[src/hdl/timer_unit_defs.vh]
// constants for the timer unit with split mode and advanced waveform extension
// ------------------------------------------------------------------------
// Notes on behaviour
// - first variant has four compare channels, second variant only two
// - only the first variant may split into two 8-bit counters
// - capture and compare never act together; capture mode disables compare
// - two units chain into one 32-bit counter with optional 32-bit capture
// - count clock is prescaled peripheral clock or an event channel
// - events steer direction, trigger capture and restart the counter
// - base counter counts clocks or events, with direction and period
// - period and channel values are staged and applied at update
// - waveform modes: frequency, single-slope and dual-slope pulse width
// - capture offers noise cancelling, frequency, pulse width and 32-bit capture
// - overflow, error and per-channel match or capture event pulses
// - split counters always count down and flag their own underflow
// - in split mode only the low byte raises compare match events
// - split bytes share a clock, own period and compare: eight outputs
// - with the extension on, each waveform becomes a complementary pair
// - four dead time inserters: low side and inverted high side outputs
// - counting may halt while a dead time is being inserted
// - extension outputs replace port values only on overridden pins
// - staged pattern drives the port, or channel A drives every overridden pin
// - pattern generator bypasses the dead time inserters
// - selected events force a fault that disables extension outputs
// - high resolution adds 2 or 3 fraction bits to the compare
// ------------------------------------------------------------------------
`ifndef TIMER_UNIT_DEFS_VH
`define TIMER_UNIT_DEFS_VH

// register addresses
`define ADDR_CLKSEL   4'h0
`define ADDR_CTRLB    4'h1
`define ADDR_CTRLC    4'h2
`define ADDR_STATUS   4'h3
`define ADDR_COUNT    4'h4
`define ADDR_PERIOD   4'h5
`define ADDR_DEADTIME 4'h6
`define ADDR_PATTERN  4'h7
`define ADDR_FAULT    4'h8
`define ADDR_COMP0    4'hc

// control b fields
`define WMODE_LO      0
`define WMODE_HI      1
`define DIR_BIT       2
`define SPLIT_BIT     3
`define COMP_EN_LO    4
`define COMP_EN_HI    7
`define NC_BIT        8
`define EVACT_LO      9
`define EVACT_HI      11
`define EVSEL_LO      12
`define EVSEL_HI      14
`define EVDELAY_BIT   15

// control c fields
`define HIRES_LO      0
`define HIRES_HI      1
`define DT_HALT_BIT   2
`define PAT_EN_BIT    3
`define PAT_CHA_BIT   4
`define DT_EN_LO      8
`define DT_EN_HI      11

// modes and actions
`define WM_NORMAL     2'h0
`define WM_FREQ       2'h1
`define WM_SINGLE     2'h2
`define WM_DUAL       2'h3
`define EA_NONE       3'h0
`define EA_CAPTURE    3'h1
`define EA_UPDOWN     3'h2
`define EA_RESTART    3'h3
`define EA_FREQCAP    3'h4
`define EA_PWCAP      3'h5

// reset values and timing
`define PERIOD_RST    16'hffff
`define CTRL_RST      16'h0000
`define NC_SAMPLES    4
`endif

[src/hdl/timer_unit.v]
// timer unit: base counter, compare/capture channels, split mode and waveform extension
//
// Decided for this implementation: the register addresses and strobed register access.
`timescale 1ns/100ps
`include "timer_unit_defs.vh"

module timer_unit #(
  parameter FOUR_CH = 1
) (
  // clock and reset
  input  wire        ref_clk,
  input  wire        reset_n,
  // register port
  input  wire [3:0]  reg_addr,
  input  wire [15:0] reg_wdata,
  input  wire        reg_wr,
  input  wire        reg_rd,
  output reg  [15:0] reg_rdata,
  // event system
  input  wire [7:0]  ev_in,
  output reg         ovf_event,
  output reg         err_event,
  output reg  [3:0]  comp_event,
  output reg         high_unf_event,
  // port pins
  input  wire [7:0]  port_value,
  output reg  [7:0]  pin_out,
  output reg  [7:0]  wave_out
);

  localparam NUM_CH = FOUR_CH ? 4 : 2;

  // ------------------------------------------------------------------------
  // configuration
  // ------------------------------------------------------------------------
  reg  [3:0]  clk_sel_reg;
  reg  [15:0] ctrlb_reg;
  reg  [15:0] ctrlc_reg;
  reg  [7:0]  fault_mask_reg;
  reg         fault_reg;

  wire [1:0]  wmode     = ctrlb_reg[`WMODE_HI:`WMODE_LO];
  wire [2:0]  evact     = ctrlb_reg[`EVACT_HI:`EVACT_LO];
  wire [2:0]  evsel     = ctrlb_reg[`EVSEL_HI:`EVSEL_LO];
  wire [3:0]  comp_en   = ctrlb_reg[`COMP_EN_HI:`COMP_EN_LO];
  wire        split     = (FOUR_CH != 0) && ctrlb_reg[`SPLIT_BIT];
  wire [1:0]  hires     = ctrlc_reg[`HIRES_HI:`HIRES_LO];
  wire        pat_en    = (FOUR_CH != 0) && ctrlc_reg[`PAT_EN_BIT];
  wire [3:0]  dt_en     = (FOUR_CH != 0) ? ctrlc_reg[`DT_EN_HI:`DT_EN_LO] : 4'h0;
  wire        cap_mode  = (evact == `EA_CAPTURE) || (evact == `EA_FREQCAP) || (evact == `EA_PWCAP);

  // ------------------------------------------------------------------------
  // prescaler and count clock
  // ------------------------------------------------------------------------
  function presc_hit;
    input [3:0] sel;
    input [9:0] p;
    begin
      case (sel)
        4'h1:    presc_hit = 1'b1;
        4'h2:    presc_hit = (p[0] == 1'b0);
        4'h3:    presc_hit = (p[1:0] == 2'h0);
        4'h4:    presc_hit = (p[2:0] == 3'h0);
        4'h5:    presc_hit = (p[5:0] == 6'h00);
        4'h6:    presc_hit = (p[7:0] == 8'h00);
        4'h7:    presc_hit = (p == 10'h000);
        default: presc_hit = 1'b0;
      endcase
    end
  endfunction

  reg  [9:0]  presc_reg;
  // select 8..15 counts event channel 0..7, which also chains a lower unit's overflow
  wire        base_tick = clk_sel_reg[3] ? ev_in[clk_sel_reg[2:0]] : presc_hit(clk_sel_reg, presc_reg);

  always @(posedge ref_clk or negedge reset_n) begin
    if (!reset_n) begin
      presc_reg <= 10'h000;
    end else if (clk_sel_reg == 4'h0) begin
      presc_reg <= 10'h000;
    end else begin
      presc_reg <= presc_reg + 10'h001;
    end
  end

  // ------------------------------------------------------------------------
  // event conditioning: noise filter and optional one-cycle delay
  // ------------------------------------------------------------------------
  reg  [7:0]  ev_filt_reg;
  reg  [7:0]  ev_del_reg;
  reg  [7:0]  ev_prev_reg;
  wire [7:0]  ev_use = ctrlb_reg[`EVDELAY_BIT] ? ev_del_reg : ev_filt_reg;

  genvar g;
  generate
    for (g = 0; g < 8; g = g + 1) begin : filt
      reg [`NC_SAMPLES-2:0] hist_reg;
      always @(posedge ref_clk or negedge reset_n) begin
        if (!reset_n) begin
          hist_reg       <= {(`NC_SAMPLES-1){1'b0}};
          ev_filt_reg[g] <= 1'b0;
        end else begin
          hist_reg <= {hist_reg[`NC_SAMPLES-3:0], ev_in[g]};
          // a change only passes once it has been stable for every sample
          if (!ctrlb_reg[`NC_BIT]) begin
            ev_filt_reg[g] <= ev_in[g];
          end else if (&{hist_reg, ev_in[g]} || ~|{hist_reg, ev_in[g]}) begin
            ev_filt_reg[g] <= ev_in[g];
          end
        end
      end
    end
  endgenerate

  always @(posedge ref_clk or negedge reset_n) begin
    if (!reset_n) begin
      ev_del_reg  <= 8'h00;
      ev_prev_reg <= 8'h00;
    end else begin
      ev_del_reg  <= ev_filt_reg;
      ev_prev_reg <= ev_use;
    end
  end

  wire [3:0]  cap_rise;
  wire [3:0]  cap_fall;
  generate
    for (g = 0; g < 4; g = g + 1) begin : capev
      localparam [2:0] OFS = g;
      wire [2:0] idx = evsel + OFS;
      assign cap_rise[g] = ev_use[idx] & ~ev_prev_reg[idx];
      assign cap_fall[g] = ~ev_use[idx] & ev_prev_reg[idx];
    end
  endgenerate

  // ------------------------------------------------------------------------
  // base counter state
  // ------------------------------------------------------------------------
  reg  [15:0] count_reg;
  reg  [15:0] period_reg;
  reg  [15:0] period_buf_reg;
  reg         period_bv_reg;
  reg  [15:0] comp_reg [0:3];
  reg  [15:0] comp_buf_reg [0:3];
  reg  [3:0]  comp_bv_reg;
  reg  [3:0]  cap_full_reg;
  reg         dual_down_reg;
  reg  [2:0]  phase_reg;
  reg  [15:0] dt_buf_reg;
  reg  [15:0] dt_reg;
  reg  [15:0] pat_buf_reg;
  reg  [15:0] pat_reg;
  wire        dt_busy;

  wire [2:0]  phase_max = (hires == 2'h1) ? 3'h3 : (hires == 2'h2) ? 3'h7 : 3'h0;
  wire        halt      = ctrlc_reg[`DT_HALT_BIT] & dt_busy;
  wire        cnt_tick  = base_tick & ~halt & (phase_reg == phase_max);
  wire        count_down = (wmode == `WM_DUAL) ? dual_down_reg :
                           (evact == `EA_UPDOWN) ? ev_use[evsel] : ctrlb_reg[`DIR_BIT];
  wire        at_top    = (wmode == `WM_FREQ) ? (count_reg >= comp_reg[0]) : (count_reg == period_reg);
  wire        restart   = ((evact == `EA_RESTART) || (evact == `EA_FREQCAP) || (evact == `EA_PWCAP))
                          & cap_rise[0];
  wire        wrap      = cnt_tick & (split ? (count_reg[7:0] == 8'h00) :
                          count_down ? (count_reg == 16'h0000) : (at_top & (wmode != `WM_DUAL)));
  wire        high_wrap = cnt_tick & split & (count_reg[15:8] == 8'h00);
  wire        dual_top  = cnt_tick & ~split & (wmode == `WM_DUAL) & ~dual_down_reg & (count_reg == period_reg);
  wire [18:0] count_x   = (hires == 2'h1) ? {1'b0, count_reg, phase_reg[1:0]} :
                          (hires == 2'h2) ? {count_reg, phase_reg} : {3'h0, count_reg};

  wire [3:0]  capture;
  generate
    for (g = 0; g < 4; g = g + 1) begin : capsel
      assign capture[g] = (g < NUM_CH) && comp_en[g] && !split &&
                          (((evact == `EA_CAPTURE) || (evact == `EA_FREQCAP)) ? cap_rise[g] :
                           (evact == `EA_PWCAP) ? cap_fall[g] : 1'b0);
    end
  endgenerate

  wire        wr_comp = reg_wr && (reg_addr >= `ADDR_COMP0);
  wire [1:0]  wr_idx  = reg_addr[1:0];
  integer     i, j, k;

  always @(posedge ref_clk or negedge reset_n) begin
    if (!reset_n) begin
      count_reg      <= 16'h0000;
      period_reg     <= `PERIOD_RST;
      period_buf_reg <= `PERIOD_RST;
      period_bv_reg  <= 1'b0;
      comp_bv_reg    <= 4'h0;
      cap_full_reg   <= 4'h0;
      dual_down_reg  <= 1'b0;
      phase_reg      <= 3'h0;
      dt_buf_reg     <= 16'h0000;
      dt_reg         <= 16'h0000;
      pat_buf_reg    <= 16'h0000;
      pat_reg        <= 16'h0000;
      for (i = 0; i < 4; i = i + 1) begin
        comp_reg[i]     <= 16'h0000;
        comp_buf_reg[i] <= 16'h0000;
      end
    end else begin
      if (base_tick & ~halt) begin
        phase_reg <= (phase_reg == phase_max) ? 3'h0 : phase_reg + 3'h1;
      end
      // counter
      if (reg_wr && reg_addr == `ADDR_COUNT) begin
        count_reg <= reg_wdata;
      end else if (restart && !split) begin
        count_reg <= 16'h0000;
      end else if (split && cnt_tick) begin
        count_reg[7:0]  <= wrap ? period_reg[7:0] : count_reg[7:0] - 8'h01;
        count_reg[15:8] <= high_wrap ? period_reg[15:8] : count_reg[15:8] - 8'h01;
      end else if (cnt_tick) begin
        if (wmode == `WM_DUAL) begin
          if (dual_top) begin
            dual_down_reg <= 1'b1;
            count_reg     <= count_reg - 16'h0001;
          end else if (wrap) begin
            dual_down_reg <= 1'b0;
            count_reg     <= count_reg + 16'h0001;
          end else begin
            count_reg <= dual_down_reg ? count_reg - 16'h0001 : count_reg + 16'h0001;
          end
        end else if (count_down) begin
          count_reg <= wrap ? period_reg : count_reg - 16'h0001;
        end else begin
          count_reg <= wrap ? 16'h0000 : count_reg + 16'h0001;
        end
      end
      if (wmode != `WM_DUAL) begin
        dual_down_reg <= 1'b0;
      end
      // staged values move over at the update point so a period never tears
      if (reg_wr && reg_addr == `ADDR_PERIOD) begin
        period_buf_reg <= reg_wdata;
        period_bv_reg  <= 1'b1;
      end else if (wrap && period_bv_reg) begin
        period_reg    <= period_buf_reg;
        period_bv_reg <= 1'b0;
      end
      if (reg_wr && reg_addr == `ADDR_DEADTIME) begin
        dt_buf_reg <= reg_wdata;
      end else if (wrap) begin
        dt_reg <= dt_buf_reg;
      end
      if (reg_wr && reg_addr == `ADDR_PATTERN) begin
        pat_buf_reg <= reg_wdata;
      end else if (wrap) begin
        pat_reg <= pat_buf_reg;
      end
      for (i = 0; i < 4; i = i + 1) begin
        if (i < NUM_CH) begin
          if (capture[i]) begin
            comp_reg[i] <= count_reg;
          end else if (wr_comp && wr_idx == i[1:0] && !cap_mode) begin
            comp_buf_reg[i] <= reg_wdata;
            comp_bv_reg[i]  <= 1'b1;
          end else if (wrap && comp_bv_reg[i] && !cap_mode) begin
            comp_reg[i]    <= comp_buf_reg[i];
            comp_bv_reg[i] <= 1'b0;
          end
          // a capture landing on the read that frees the slot still holds it
          cap_full_reg[i] <= capture[i] | (cap_full_reg[i] & ~(reg_rd && reg_addr == (`ADDR_COMP0 + i[3:0])));
        end
      end
    end
  end

  // ------------------------------------------------------------------------
  // waveform generation and event outputs
  // ------------------------------------------------------------------------
  reg  [7:0]  wave_next;
  reg  [3:0]  match;
  always @* begin
    wave_next = 8'h00;
    match     = 4'h0;
    for (j = 0; j < 4; j = j + 1) begin
      if (j < NUM_CH && comp_en[j] && !cap_mode) begin
        if (split) begin
          wave_next[j]     = count_reg[7:0] < comp_reg[j][7:0];
          wave_next[j + 4] = count_reg[15:8] < comp_reg[j][15:8];
          match[j]         = cnt_tick && (count_reg[7:0] == comp_reg[j][7:0]);
        end else begin
          case (wmode)
            `WM_FREQ:   wave_next[j] = wave_out[j] ^ wrap;
            `WM_SINGLE: wave_next[j] = count_x < {3'h0, comp_reg[j]};
            `WM_DUAL:   wave_next[j] = count_x < {3'h0, comp_reg[j]};
            default:    wave_next[j] = 1'b0;
          endcase
          match[j] = cnt_tick && (count_reg == comp_reg[j]);
        end
      end
    end
  end

  always @(posedge ref_clk or negedge reset_n) begin
    if (!reset_n) begin
      wave_out       <= 8'h00;
      ovf_event      <= 1'b0;
      err_event      <= 1'b0;
      comp_event     <= 4'h0;
      high_unf_event <= 1'b0;
    end else begin
      wave_out       <= wave_next;
      ovf_event      <= wrap;
      high_unf_event <= high_wrap;
      err_event      <= |(capture & cap_full_reg);
      comp_event     <= match | capture;
    end
  end

  // ------------------------------------------------------------------------
  // dead time inserters
  // ------------------------------------------------------------------------
  wire [3:0]  low_side;
  wire [3:0]  high_side;
  wire [3:0]  dt_active;
  generate
    for (g = 0; g < 4; g = g + 1) begin : dtins
      if (FOUR_CH != 0) begin : on
        reg       w_prev_reg;
        reg       low_reg;
        reg       high_reg;
        reg [7:0] dcnt_reg;
        always @(posedge ref_clk or negedge reset_n) begin
          if (!reset_n) begin
            w_prev_reg <= 1'b0;
            low_reg    <= 1'b0;
            high_reg   <= 1'b0;
            dcnt_reg   <= 8'h00;
          end else begin
            w_prev_reg <= wave_out[g];
            // both sides stay off until the gap for this edge has run out
            if (wave_out[g] != w_prev_reg) begin
              low_reg  <= 1'b0;
              high_reg <= 1'b0;
              dcnt_reg <= wave_out[g] ? dt_reg[7:0] : dt_reg[15:8];
            end else if (dcnt_reg != 8'h00) begin
              dcnt_reg <= dcnt_reg - 8'h01;
            end else begin
              low_reg  <= wave_out[g];
              high_reg <= ~wave_out[g];
            end
          end
        end
        assign low_side[g]  = low_reg;
        assign high_side[g] = high_reg;
        assign dt_active[g] = dt_en[g] & ((dcnt_reg != 8'h00) | (wave_out[g] != w_prev_reg));
      end else begin : off
        assign low_side[g]  = 1'b0;
        assign high_side[g] = 1'b0;
        assign dt_active[g] = 1'b0;
      end
    end
  endgenerate
  assign dt_busy = |dt_active & ~pat_en;

  // ------------------------------------------------------------------------
  // pin override, pattern and fault
  // ------------------------------------------------------------------------
  wire        fault_hit = |(ev_in & fault_mask_reg);
  reg  [7:0]  pin_next;
  always @* begin
    pin_next = port_value;
    for (k = 0; k < 8; k = k + 1) begin
      if (pat_reg[k] && (pat_en || dt_en[k / 2])) begin
        if (fault_reg || fault_hit) begin
          pin_next[k] = 1'b0;
        end else if (pat_en) begin
          pin_next[k] = ctrlc_reg[`PAT_CHA_BIT] ? wave_out[0] : pat_reg[k + 8];
        end else begin
          pin_next[k] = (k % 2 == 1) ? high_side[k / 2] : low_side[k / 2];
        end
      end
    end
  end

  always @(posedge ref_clk or negedge reset_n) begin
    if (!reset_n) begin
      pin_out <= 8'h00;
    end else begin
      pin_out <= pin_next;
    end
  end

  // ------------------------------------------------------------------------
  // register port
  // ------------------------------------------------------------------------
  always @(posedge ref_clk or negedge reset_n) begin
    if (!reset_n) begin
      clk_sel_reg    <= 4'h0;
      ctrlb_reg      <= `CTRL_RST;
      ctrlc_reg      <= `CTRL_RST;
      fault_mask_reg <= 8'h00;
      fault_reg      <= 1'b0;
      reg_rdata      <= 16'h0000;
    end else begin
      if (reg_wr && reg_addr == `ADDR_CLKSEL) begin
        clk_sel_reg <= reg_wdata[3:0];
      end
      if (reg_wr && reg_addr == `ADDR_CTRLB) begin
        ctrlb_reg <= reg_wdata;
      end
      if (reg_wr && reg_addr == `ADDR_CTRLC) begin
        ctrlc_reg <= reg_wdata;
      end
      if (reg_wr && reg_addr == `ADDR_FAULT) begin
        fault_mask_reg <= reg_wdata[7:0];
      end
      // a fault event in the clearing cycle keeps the flag set
      fault_reg <= fault_hit | (fault_reg & ~(reg_wr && reg_addr == `ADDR_STATUS && reg_wdata[0]));
      reg_rdata <= 16'h0000;
      if (reg_rd) begin
        if (reg_addr == `ADDR_CLKSEL) begin
          reg_rdata <= {12'h000, clk_sel_reg};
        end else if (reg_addr == `ADDR_CTRLB) begin
          reg_rdata <= ctrlb_reg;
        end else if (reg_addr == `ADDR_CTRLC) begin
          reg_rdata <= ctrlc_reg;
        end else if (reg_addr == `ADDR_STATUS) begin
          reg_rdata <= {4'h0, cap_full_reg, comp_bv_reg, 1'b0, period_bv_reg, count_down, fault_reg};
        end else if (reg_addr == `ADDR_COUNT) begin
          reg_rdata <= count_reg;
        end else if (reg_addr == `ADDR_PERIOD) begin
          reg_rdata <= period_reg;
        end else if (reg_addr == `ADDR_DEADTIME) begin
          reg_rdata <= dt_reg;
        end else if (reg_addr == `ADDR_PATTERN) begin
          reg_rdata <= pat_reg;
        end else if (reg_addr == `ADDR_FAULT) begin
          reg_rdata <= {8'h00, fault_mask_reg};
        end else if (reg_addr >= `ADDR_COMP0 && reg_addr[1:0] < NUM_CH) begin
          reg_rdata <= comp_reg[reg_addr[1:0]];
        end
      end
    end
  end

endmodule

[config.mk]
export PLATFORM = sky130hd
export DESIGN_NAME = timer_unit
export DESIGN_NICKNAME = d
export VERILOG_FILES = /design/src/hdl/timer_unit.v
export VERILOG_INCLUDE_DIRS = /design/src /design/src/hdl
export SDC_FILE = /design/constraint.sdc
export NUM_CORES = 1
export LEC_CHECK = 0
export ABC_AREA = 1
export BUFFER_PORTS_ARGS = -buffer_cell sky130_fd_sc_hd__buf_4
export CORE_UTILIZATION = 55
export DETAILED_ROUTE_END_ITERATION = 7
export PLACE_DENSITY = 0.81
export SLEW_MARGIN = 0
export SYNTH_ARGS = -nofsm -noshare
export SYNTH_HDL_FRONTEND = slang
export SYNTH_SLANG_ARGS = --single-unit
[constraint.sdc]
create_clock -name ref_clk -period 3.02 [get_ports ref_clk]
set_input_delay 0.453 -clock ref_clk [delete_from_list [all_inputs] [get_ports ref_clk]]
set_output_delay 0.453 -clock ref_clk [all_outputs]
set_load 0.01 [all_outputs]
==> impl_metrics.py, run 1 <==
metrics = {
    "worst_setup_path": {
        "path_class": "reg -> reg",
        "crit_chain": "inv_4 > ha_4 > inv_2 > nand4_4 > nand2_2 > nand2_2 > o21bai_4 > nand3_4 > nor2_4 > nand3_4 > nand2_8 > nand3_4 > a21oi_4 > buf_12 > clkbuf_16 > nand2_1 > o21ai_1",
        "cp.buffers_inverters": 4,
        "cpLargestDelayFamily": "simple AND/OR/NAND/NOR gates",
        "cp-end-kind": "flip-flop",
        "crit_path_max_incr_delay_ps": 510,
        "slowest_stage": "dfrtp_2",
        "crit_path_max_fanout": 16,
        "cpMostUsedCell": "nand3_4",
        "worstPathArrival_ps": 3540,
        "critPathRequiredTime_ps": 3550,
        "start_kind": "flip-flop",
    },
    "job": {
        "drv_cap": 0,
    },
    "yosys": {
        "synth_flop_cell": "dfrtp_1",
        "synth.area.top_cells": "dfrtp_1 40%, nand2_1 10%, o21ai_0 8.1%",
        "synth_cells": 3117,
        "synthArstFlopShare_pct": 100,
        "synth_edf_count": 0,
        "synth-seq-area-share_pct": 43.6,
        "synthTopCellsByCount": "694 x nand2_1, 409 x o21ai_0, 407 x dfrtp_1",
        "synth_seq_cells": 439,
        "synth_most_common_cell": "nand2_1",
        "avgSynthCellArea_um2": 8.11,
        "yosysWarnings": 0,
        "synth_top_area_cell": "dfrtp_1",
        "syn_area_mm2": 0.0253,
        "synth.top_cell.area_share_pct": 40.3,
        "synth_cell_type_count": 70,
        "syn_nets": 3305,
    },
    "routing": {
        "first_pass_iters": 8,
        "ant_nets": 0,
        "routedWlPerCell_um": 24.2,
        "vias": 25200,
        "wl_um": 98200,
        "viasPerCell": 6.21,
        "drcViolationCount": 0,
        "drtIter0Drc": 3074,
    },
    "power_and_ir_drop": {
        "peakVddDrop_uv": 657,
        "p_per_area_mw_per_mm2": 955,
        "p_leak_nw": 14.7,
    },
    "place": {
        "dp_hpwl_um": 71200,
        "gp_congestion": 1.02,
        "portBuffers": 78,
        "dp_slack_ps": -615,
    },
    "sta": {
        "relSlewSlack_pct": 32.0,
        "worst_slack_ps": 14.9,
        "clock_skew_ps": 17.2,
        "worst_pin_slew_ps": 1020,
        "rsz0062_at_grt": "true",
        "fmax_ghz": 0.333,
        "finalCritPeriodShare_pct": 99.5,
        "maxSlewViolCount": 0,
        "fin_hold_ws_ps": 11.3,
        "hold_viol": 0,
        "setup_viol": 0,
        "fin_crit_ps": 3010,
    },
    "floorplan": {
        "dieArea_mm2": 0.0468,
        "start_util_pct": 55.7,
        "core-area_mm2": 0.0454,
        "die_width_um": 216,
        "rows": 78,
        "die_y_um": 216,
        "io_pins": 79,
    },
    "clock_tree": {
        "cts.htree.levels": 2,
        "cts_root_buf": "clkbuf_16",
        "numClockSinks": 439,
        "cts_made_buffers": 48,
        "cts_tree": "done",
        "cts.clk_slew.worst_paths_ps": 60,
        "clock_latency_ps": 620,
        "ctsLongestPathBuffers": 3,
    },
    "global_routing": {
        "overflow": 0,
        "grt_max_degree": 88,
        "gr-usage-all-layers_pct": 41.3,
        "grt_pass1_vias": 24000,
        "grt_pass1_wl_um": 144000,
        "antenna_found_initial": 4,
    },
    "cells_and_area": {
        "fillerInstances": 3679,
        "final-seq-area_mm2": 0.0110,
        "fin_nets": 3603,
        "drive_gt1_share_pct": 19.1,
        "insertedDiodeCount": 0,
        "multi_input_area_mm2": 0.0127,
        "syn2layout_area_growth_pct": 21.5,
    },
    "min_path": {
        "hold_path.class": "in -> reg",
    },
    "status": {
        "status": "finished, final reports clean",
    },
}
==> per-stage QoR <==
stage | power, mW | setup TNS, ps | instances | util (%) | area [um2]
after global routing | 31.0 | -882 | 4051 | 67.7 | 30700
after detailed placement | 21.7 | -13470 | 3910 | 61.9 | 28100
after global placement | 21.3 | -11210 | 3910 | 61.9 | 28100
after floorplan | 16.5 | 0 | 3117 | - | 25300
final | 29.3 | 0 | 4051 | 67.7 | 30700
after CTS | 28.3 | 0 | 4014 | 66.3 | 30100
==> final timing paths <==
kind	slack, ps	start	depth (start not counted)	end
worst max register to register	10	wave_out[0]	17	comp_reg[34]
worst max-delay path	10	wave_out[0]	17	comp_reg[34]
min in group asynchronous	370	reset_n	2	comp_reg[27]
worst min-delay path	10	ev_in[3]	1	filt[3].hist_reg[0]
max in group asynchronous	1680	reset_n	3	dt_reg[9]
worst min register to register	410	filt[0].hist_reg[1]	0	filt[0].hist_reg[2]
==> layer usage <==
| layer | up-vias | part of all wire [%] | global-route usage [%] |
|---|---|---|---|
| li1 | 11100 | - | - |
| met1 | 12200 | 38 | 53.1 |
| met3 | 386 | 10 | 7.97 |
| met4 | 2 | 6.9 | 26.2 |
| met5 | - | 0.013 | 0 |
| met2 | 1480 | 45 | 64.1 |
==> where the power goes <==
part	total, mW	switching [mW]	leakage (nW)	internal [mW]
clock	6.34	2.62	0.810	3.72
sequential	8.93	1.34	5.43	7.59
combinational	14.1	8.71	8.46	5.35
total	29.3	12.7	14.7	16.7
==> layout by cell type, fill, tap and decap left out, types with 8 or more instances in the layout <==
master	n
mux2i_1	8
a21oi_2	10
nor3_1	31
mux2_1	13
o21a_1	14
clkbuf_16	52
nand2_2	16
nand3_2	8
o21ai_1	48
o2111ai_1	13
a21oi_1	190
dfstp_2	32
nand2_1	681
clkinvlp_4	9
o22ai_1	51
o21ai_0	397
ha_4	8
o221ai_1	12
nand4_1	31
mux2_2	24
buf_12	22
nor2_1	150
inv_1	316
a31oi_1	23
ha_1	137
o221ai_2	8
o211ai_1	23
dlygate4sd3_1	8
nand3_1	121
xor2_1	44
dfrtp_1	401
inv_2	39
a211oi_1	8
buf_4	328
clkinv_1	10
==> timing repair <==
item / in CTS / in global routing
hold buffers: 7 / 1
hold endpoints to repair: 51 / 1
setup endpoints to repair: 118 / 117
gates resized for setup: 36 / 88
cloned: 1 / 3
setup buffers: 10 / 33
pin swaps: 10 / 26
==> kinds of logic after synthesis <==
kind of cell    Yosys count  synth area share (%)
compound gates          847                  19.0
xor+xnor                 50                  1.73
fa+ha+maj               148                  7.32
buf+inv                 492                  7.73
flops                   439                  43.6
mux                      45                  1.96
simple gates           1096                  18.7
==> cell type report <==
class                      instances  share of cell area, %
clock buffer                      63                   4.43
clock inverter                    23                   1.07
inverter                         370                   4.57
multi-input combinational       2187                   41.3
sequential                       439                   35.9
tap                              600                   2.44
timing repair buffer             368                   10.2
timing repair inverter             1                 0.0163
==> worst reg2reg max path, cell delays in order, from the launching register on <==
cell and delay [ps]:
dfrtp_2 510, inv_4 80, ha_4 260, inv_2 80, nand4_4 110, nand2_2 90, nand2_2 80, o21bai_4 210
nand3_4 170, nor2_4 180, nand3_4 200, nand2_8 160, nand3_4 100, a21oi_4 190, buf_12 150, clkbuf_16 210
nand2_1 80, o21ai_1 90
Note: power is estimated with default switching activity, not from simulation.
==> run 2, diff against run 1 <==
==> constraint.sdc (replaced) <==
create_clock -name ref_clk -period 3.02 [get_ports ref_clk]
set_input_delay 0.302 -clock ref_clk [delete_from_list [all_inputs] [get_ports ref_clk]]
set_output_delay 0.302 -clock ref_clk [all_outputs]
set_load 0.01 [all_outputs]
==> impl_metrics.py, run 2 (synthesis gave the netlist of run 1 again) <==
metrics = {
    "floorplan": {
        "rows": 78,
        "core-area_mm2": 0.0454,
        "io_pins": 79,
        "start_util_pct": 55.7,
        "dieArea_mm2": 0.0468,
        "die_width_um": 216,
        "die_y_um": 216,
    },
    "routing": {
        "viasPerCell": 6.20,
        "first_pass_iters": 6,
        "ant_nets": 0,
        "drcViolationCount": 0,
        "drtIter0Drc": 3088,
        "wl_um": 96000,
        "routedWlPerCell_um": 23.8,
        "vias": 25000,
    },
    "power_and_ir_drop": {
        "p_seq_share_pct": 30.8,
        "swShare_pct": 43.2,
        "p_int_mw": 16.5,
        "p_per_area_mw_per_mm2": 953,
        "peakVddDrop_uv": 571,
        "p_leak_nw": 14.6,
        "combinationalPowerShare_pct": 47.7,
        "power_switching_mw": 12.6,
        "p_total_mw": 29.1,
        "clkPwrFrac_pct": 21.5,
    },
    "sta": {
        "worst_slack_ps": -28.2,
        "hold_viol": 0,
        "finalCritPeriodShare_pct": 101,
        "maxSlewViolCount": 0,
        "setup_viol": 1,
        "fin_crit_ps": 3050,
        "rsz0062_at_grt": "true",
        "worst_pin_slew_ps": 1200,
        "relSlewSlack_pct": 20.1,
        "fmax_ghz": 0.328,
        "clock_skew_ps": 28.0,
    },
    "cells_and_area": {
        "drive_gt1_share_pct": 18.3,
        "final_common_cell": "nand2_1",
        "syn2layout_area_growth_pct": 20.9,
        "fin_cells": 4036,
        "final-seq-area_mm2": 0.0110,
        "final_cell_mix": "676 x nand2_1, 398 x dfrtp_1, 386 x o21ai_0, 316 x inv_1, 297 x buf_4",
        "fin_nets": 3586,
        "multi_input_area_mm2": 0.0127,
        "fillerInstances": 3671,
    },
    "worst_setup_path": {
        "crit_chain": "buf_4 > nor2_1 > nand3_2 > nand3_2 > nand2_2 > nand3_4 > nand2_8 > buf_12 > buf_4 > buf_4 > nand3_4 > buf_12 > mux2i_1 > inv_1",
        "slowest_stage": "nor2_1",
        "critPathRequiredTime_ps": 3560,
        "start_kind": "flip-flop",
        "cpMostUsedCell": "buf_4",
        "path_class": "reg -> reg",
        "cp.buffers_inverters": 6,
        "worstPathArrival_ps": 3590,
        "ff2ff_path_depth": 14,
        "crit_path_max_incr_delay_ps": 750,
        "cpLargestDelayFamily": "simple AND/OR/NAND/NOR gates",
        "cp.depth": 14,
        "cp-end-kind": "flip-flop",
        "crit_path_max_fanout": 24,
    },
    "place": {
        "portBuffers": 78,
        "gp_congestion": 1.04,
        "dp_hpwl_um": 69300,
        "dp.cells": 3874,
    },
    "min_path": {
        "hold_path.class": "in -> reg",
        "min_path_cells": 3,
    },
    "clock_tree": {
        "clock_latency_ps": 620,
        "cts_tree": "done",
        "cts.clk_slew.worst_paths_ps": 60,
        "numClockSinks": 439,
        "cts.htree.levels": 2,
        "cts_made_buffers": 48,
        "ctsLongestPathBuffers": 3,
        "cts_root_buf": "clkbuf_16",
    },
    "global_routing": {
        "antenna_found_initial": 3,
        "gr-usage-all-layers_pct": 40.8,
        "overflow": 0,
        "grt_max_degree": 85,
        "grt_pass1_vias": 23900,
        "grt_pass1_wl_um": 143000,
    },
    "status": {
        "failed_checks": "setup timing",
        "status": "finished with violations",
    },
    "job": {
        "drv_cap": 0,
    },
}
-- run 2: cell types whose count changed in the layout (fill, tap and decap cells not counted), moves of 4 or more --
cell,before,now
buf_4,328,297
dlygate4sd3_1,8,29
o21ai_0,397,386
o21ai_1,48,57
clkinvlp_4,9,2
nand2_2,16,23
clkinv_2,4,9
nand2_1,681,676
clkbuf_8,6,10
-- run 2: layout make-up --
class	count	area share, %
well taps	600	2.46
clock buffers	68	4.50
inverters	370	4.58
multi-input cells	2186	41.4
repair buffers	353	9.96
flip-flops and latches	439	36.1
clock inverters	18	0.925
diodes	2	0.0164
-- run 2: what timing repair did --
action / CTS / global route
hold endpoints to repair: 80 / 0
setup buffers: 8 / 33
hold buffers: 29 / 0
endpoints found under the setup margin: 104 / 116
pin swaps: 4 / 32
resized for setup: 28 / 106
cloned: 2 / 2
-- run 2: worst min-delay path, delay by kind of cell --
family | cells | cell delay, ps
compound gates | 2 | 230
buf+inv | 1 | 90
-- run 2: per-layer routing --
| layer | global-route usage, % | vias up | share of wire, % | wire, um |
|---|---|---|---|---|
| met1 | 51.8 | 12000 | 37 | 36000 |
| met4 | 26.8 | 0 | 7.5 | 7220 |
| met5 | 0 | - | 0 | 0 |
| li1 | - | 11100 | - | - |
| met3 | 8.95 | 418 | 11 | 10300 |
| met2 | 63.1 | 1527 | 44 | 42500 |
-- run 2: path summary, 6_finish.rpt --
| kind | endpoint | slack (ps) | from |
|---|---|---|---|
| setup / recovery | period_reg[4] | -30 | ctrlb_reg[1] |
| hold / removal | count_reg[12] | 50 | reg_wdata[12] |
| setup reg to reg | period_reg[4] | -30 | ctrlb_reg[1] |
| hold reg to reg | ev_del_reg[7] | 400 | ev_filt_reg[7] |
| max in group asynchronous | period_buf_reg[5] | 1880 | reset_n |
| min in group asynchronous | comp_reg[31] | 250 | reset_n |
-- run 2: power by group through the flow --
stage	registers, mW	clock network [mW]	logic [mW]
detailed placement	8.94	0	12.6
finish	8.96	6.27	13.9
global route	9.08	6.51	15.2
CTS	8.87	6.29	12.9
floorplan	8.53	0	7.94
global placement	8.87	0	12.2
-- run 2: metrics by stage --
stage                     setup slack (ps)  cell area (um2)  TNS (ps)  util [%]  hold WS, ps
after detailed placement              -365            27800     -1990      61.2          288
after CTS                            -35.3            30000      -256      66.0         26.6
after global routing                 -63.7            30500      -705      67.3         46.2
after global placement                -465            27800     -3240      61.2          286
final                                -28.2            30600     -28.2      67.3         45.5
after floorplan                       52.5            25300         0         -         6.41
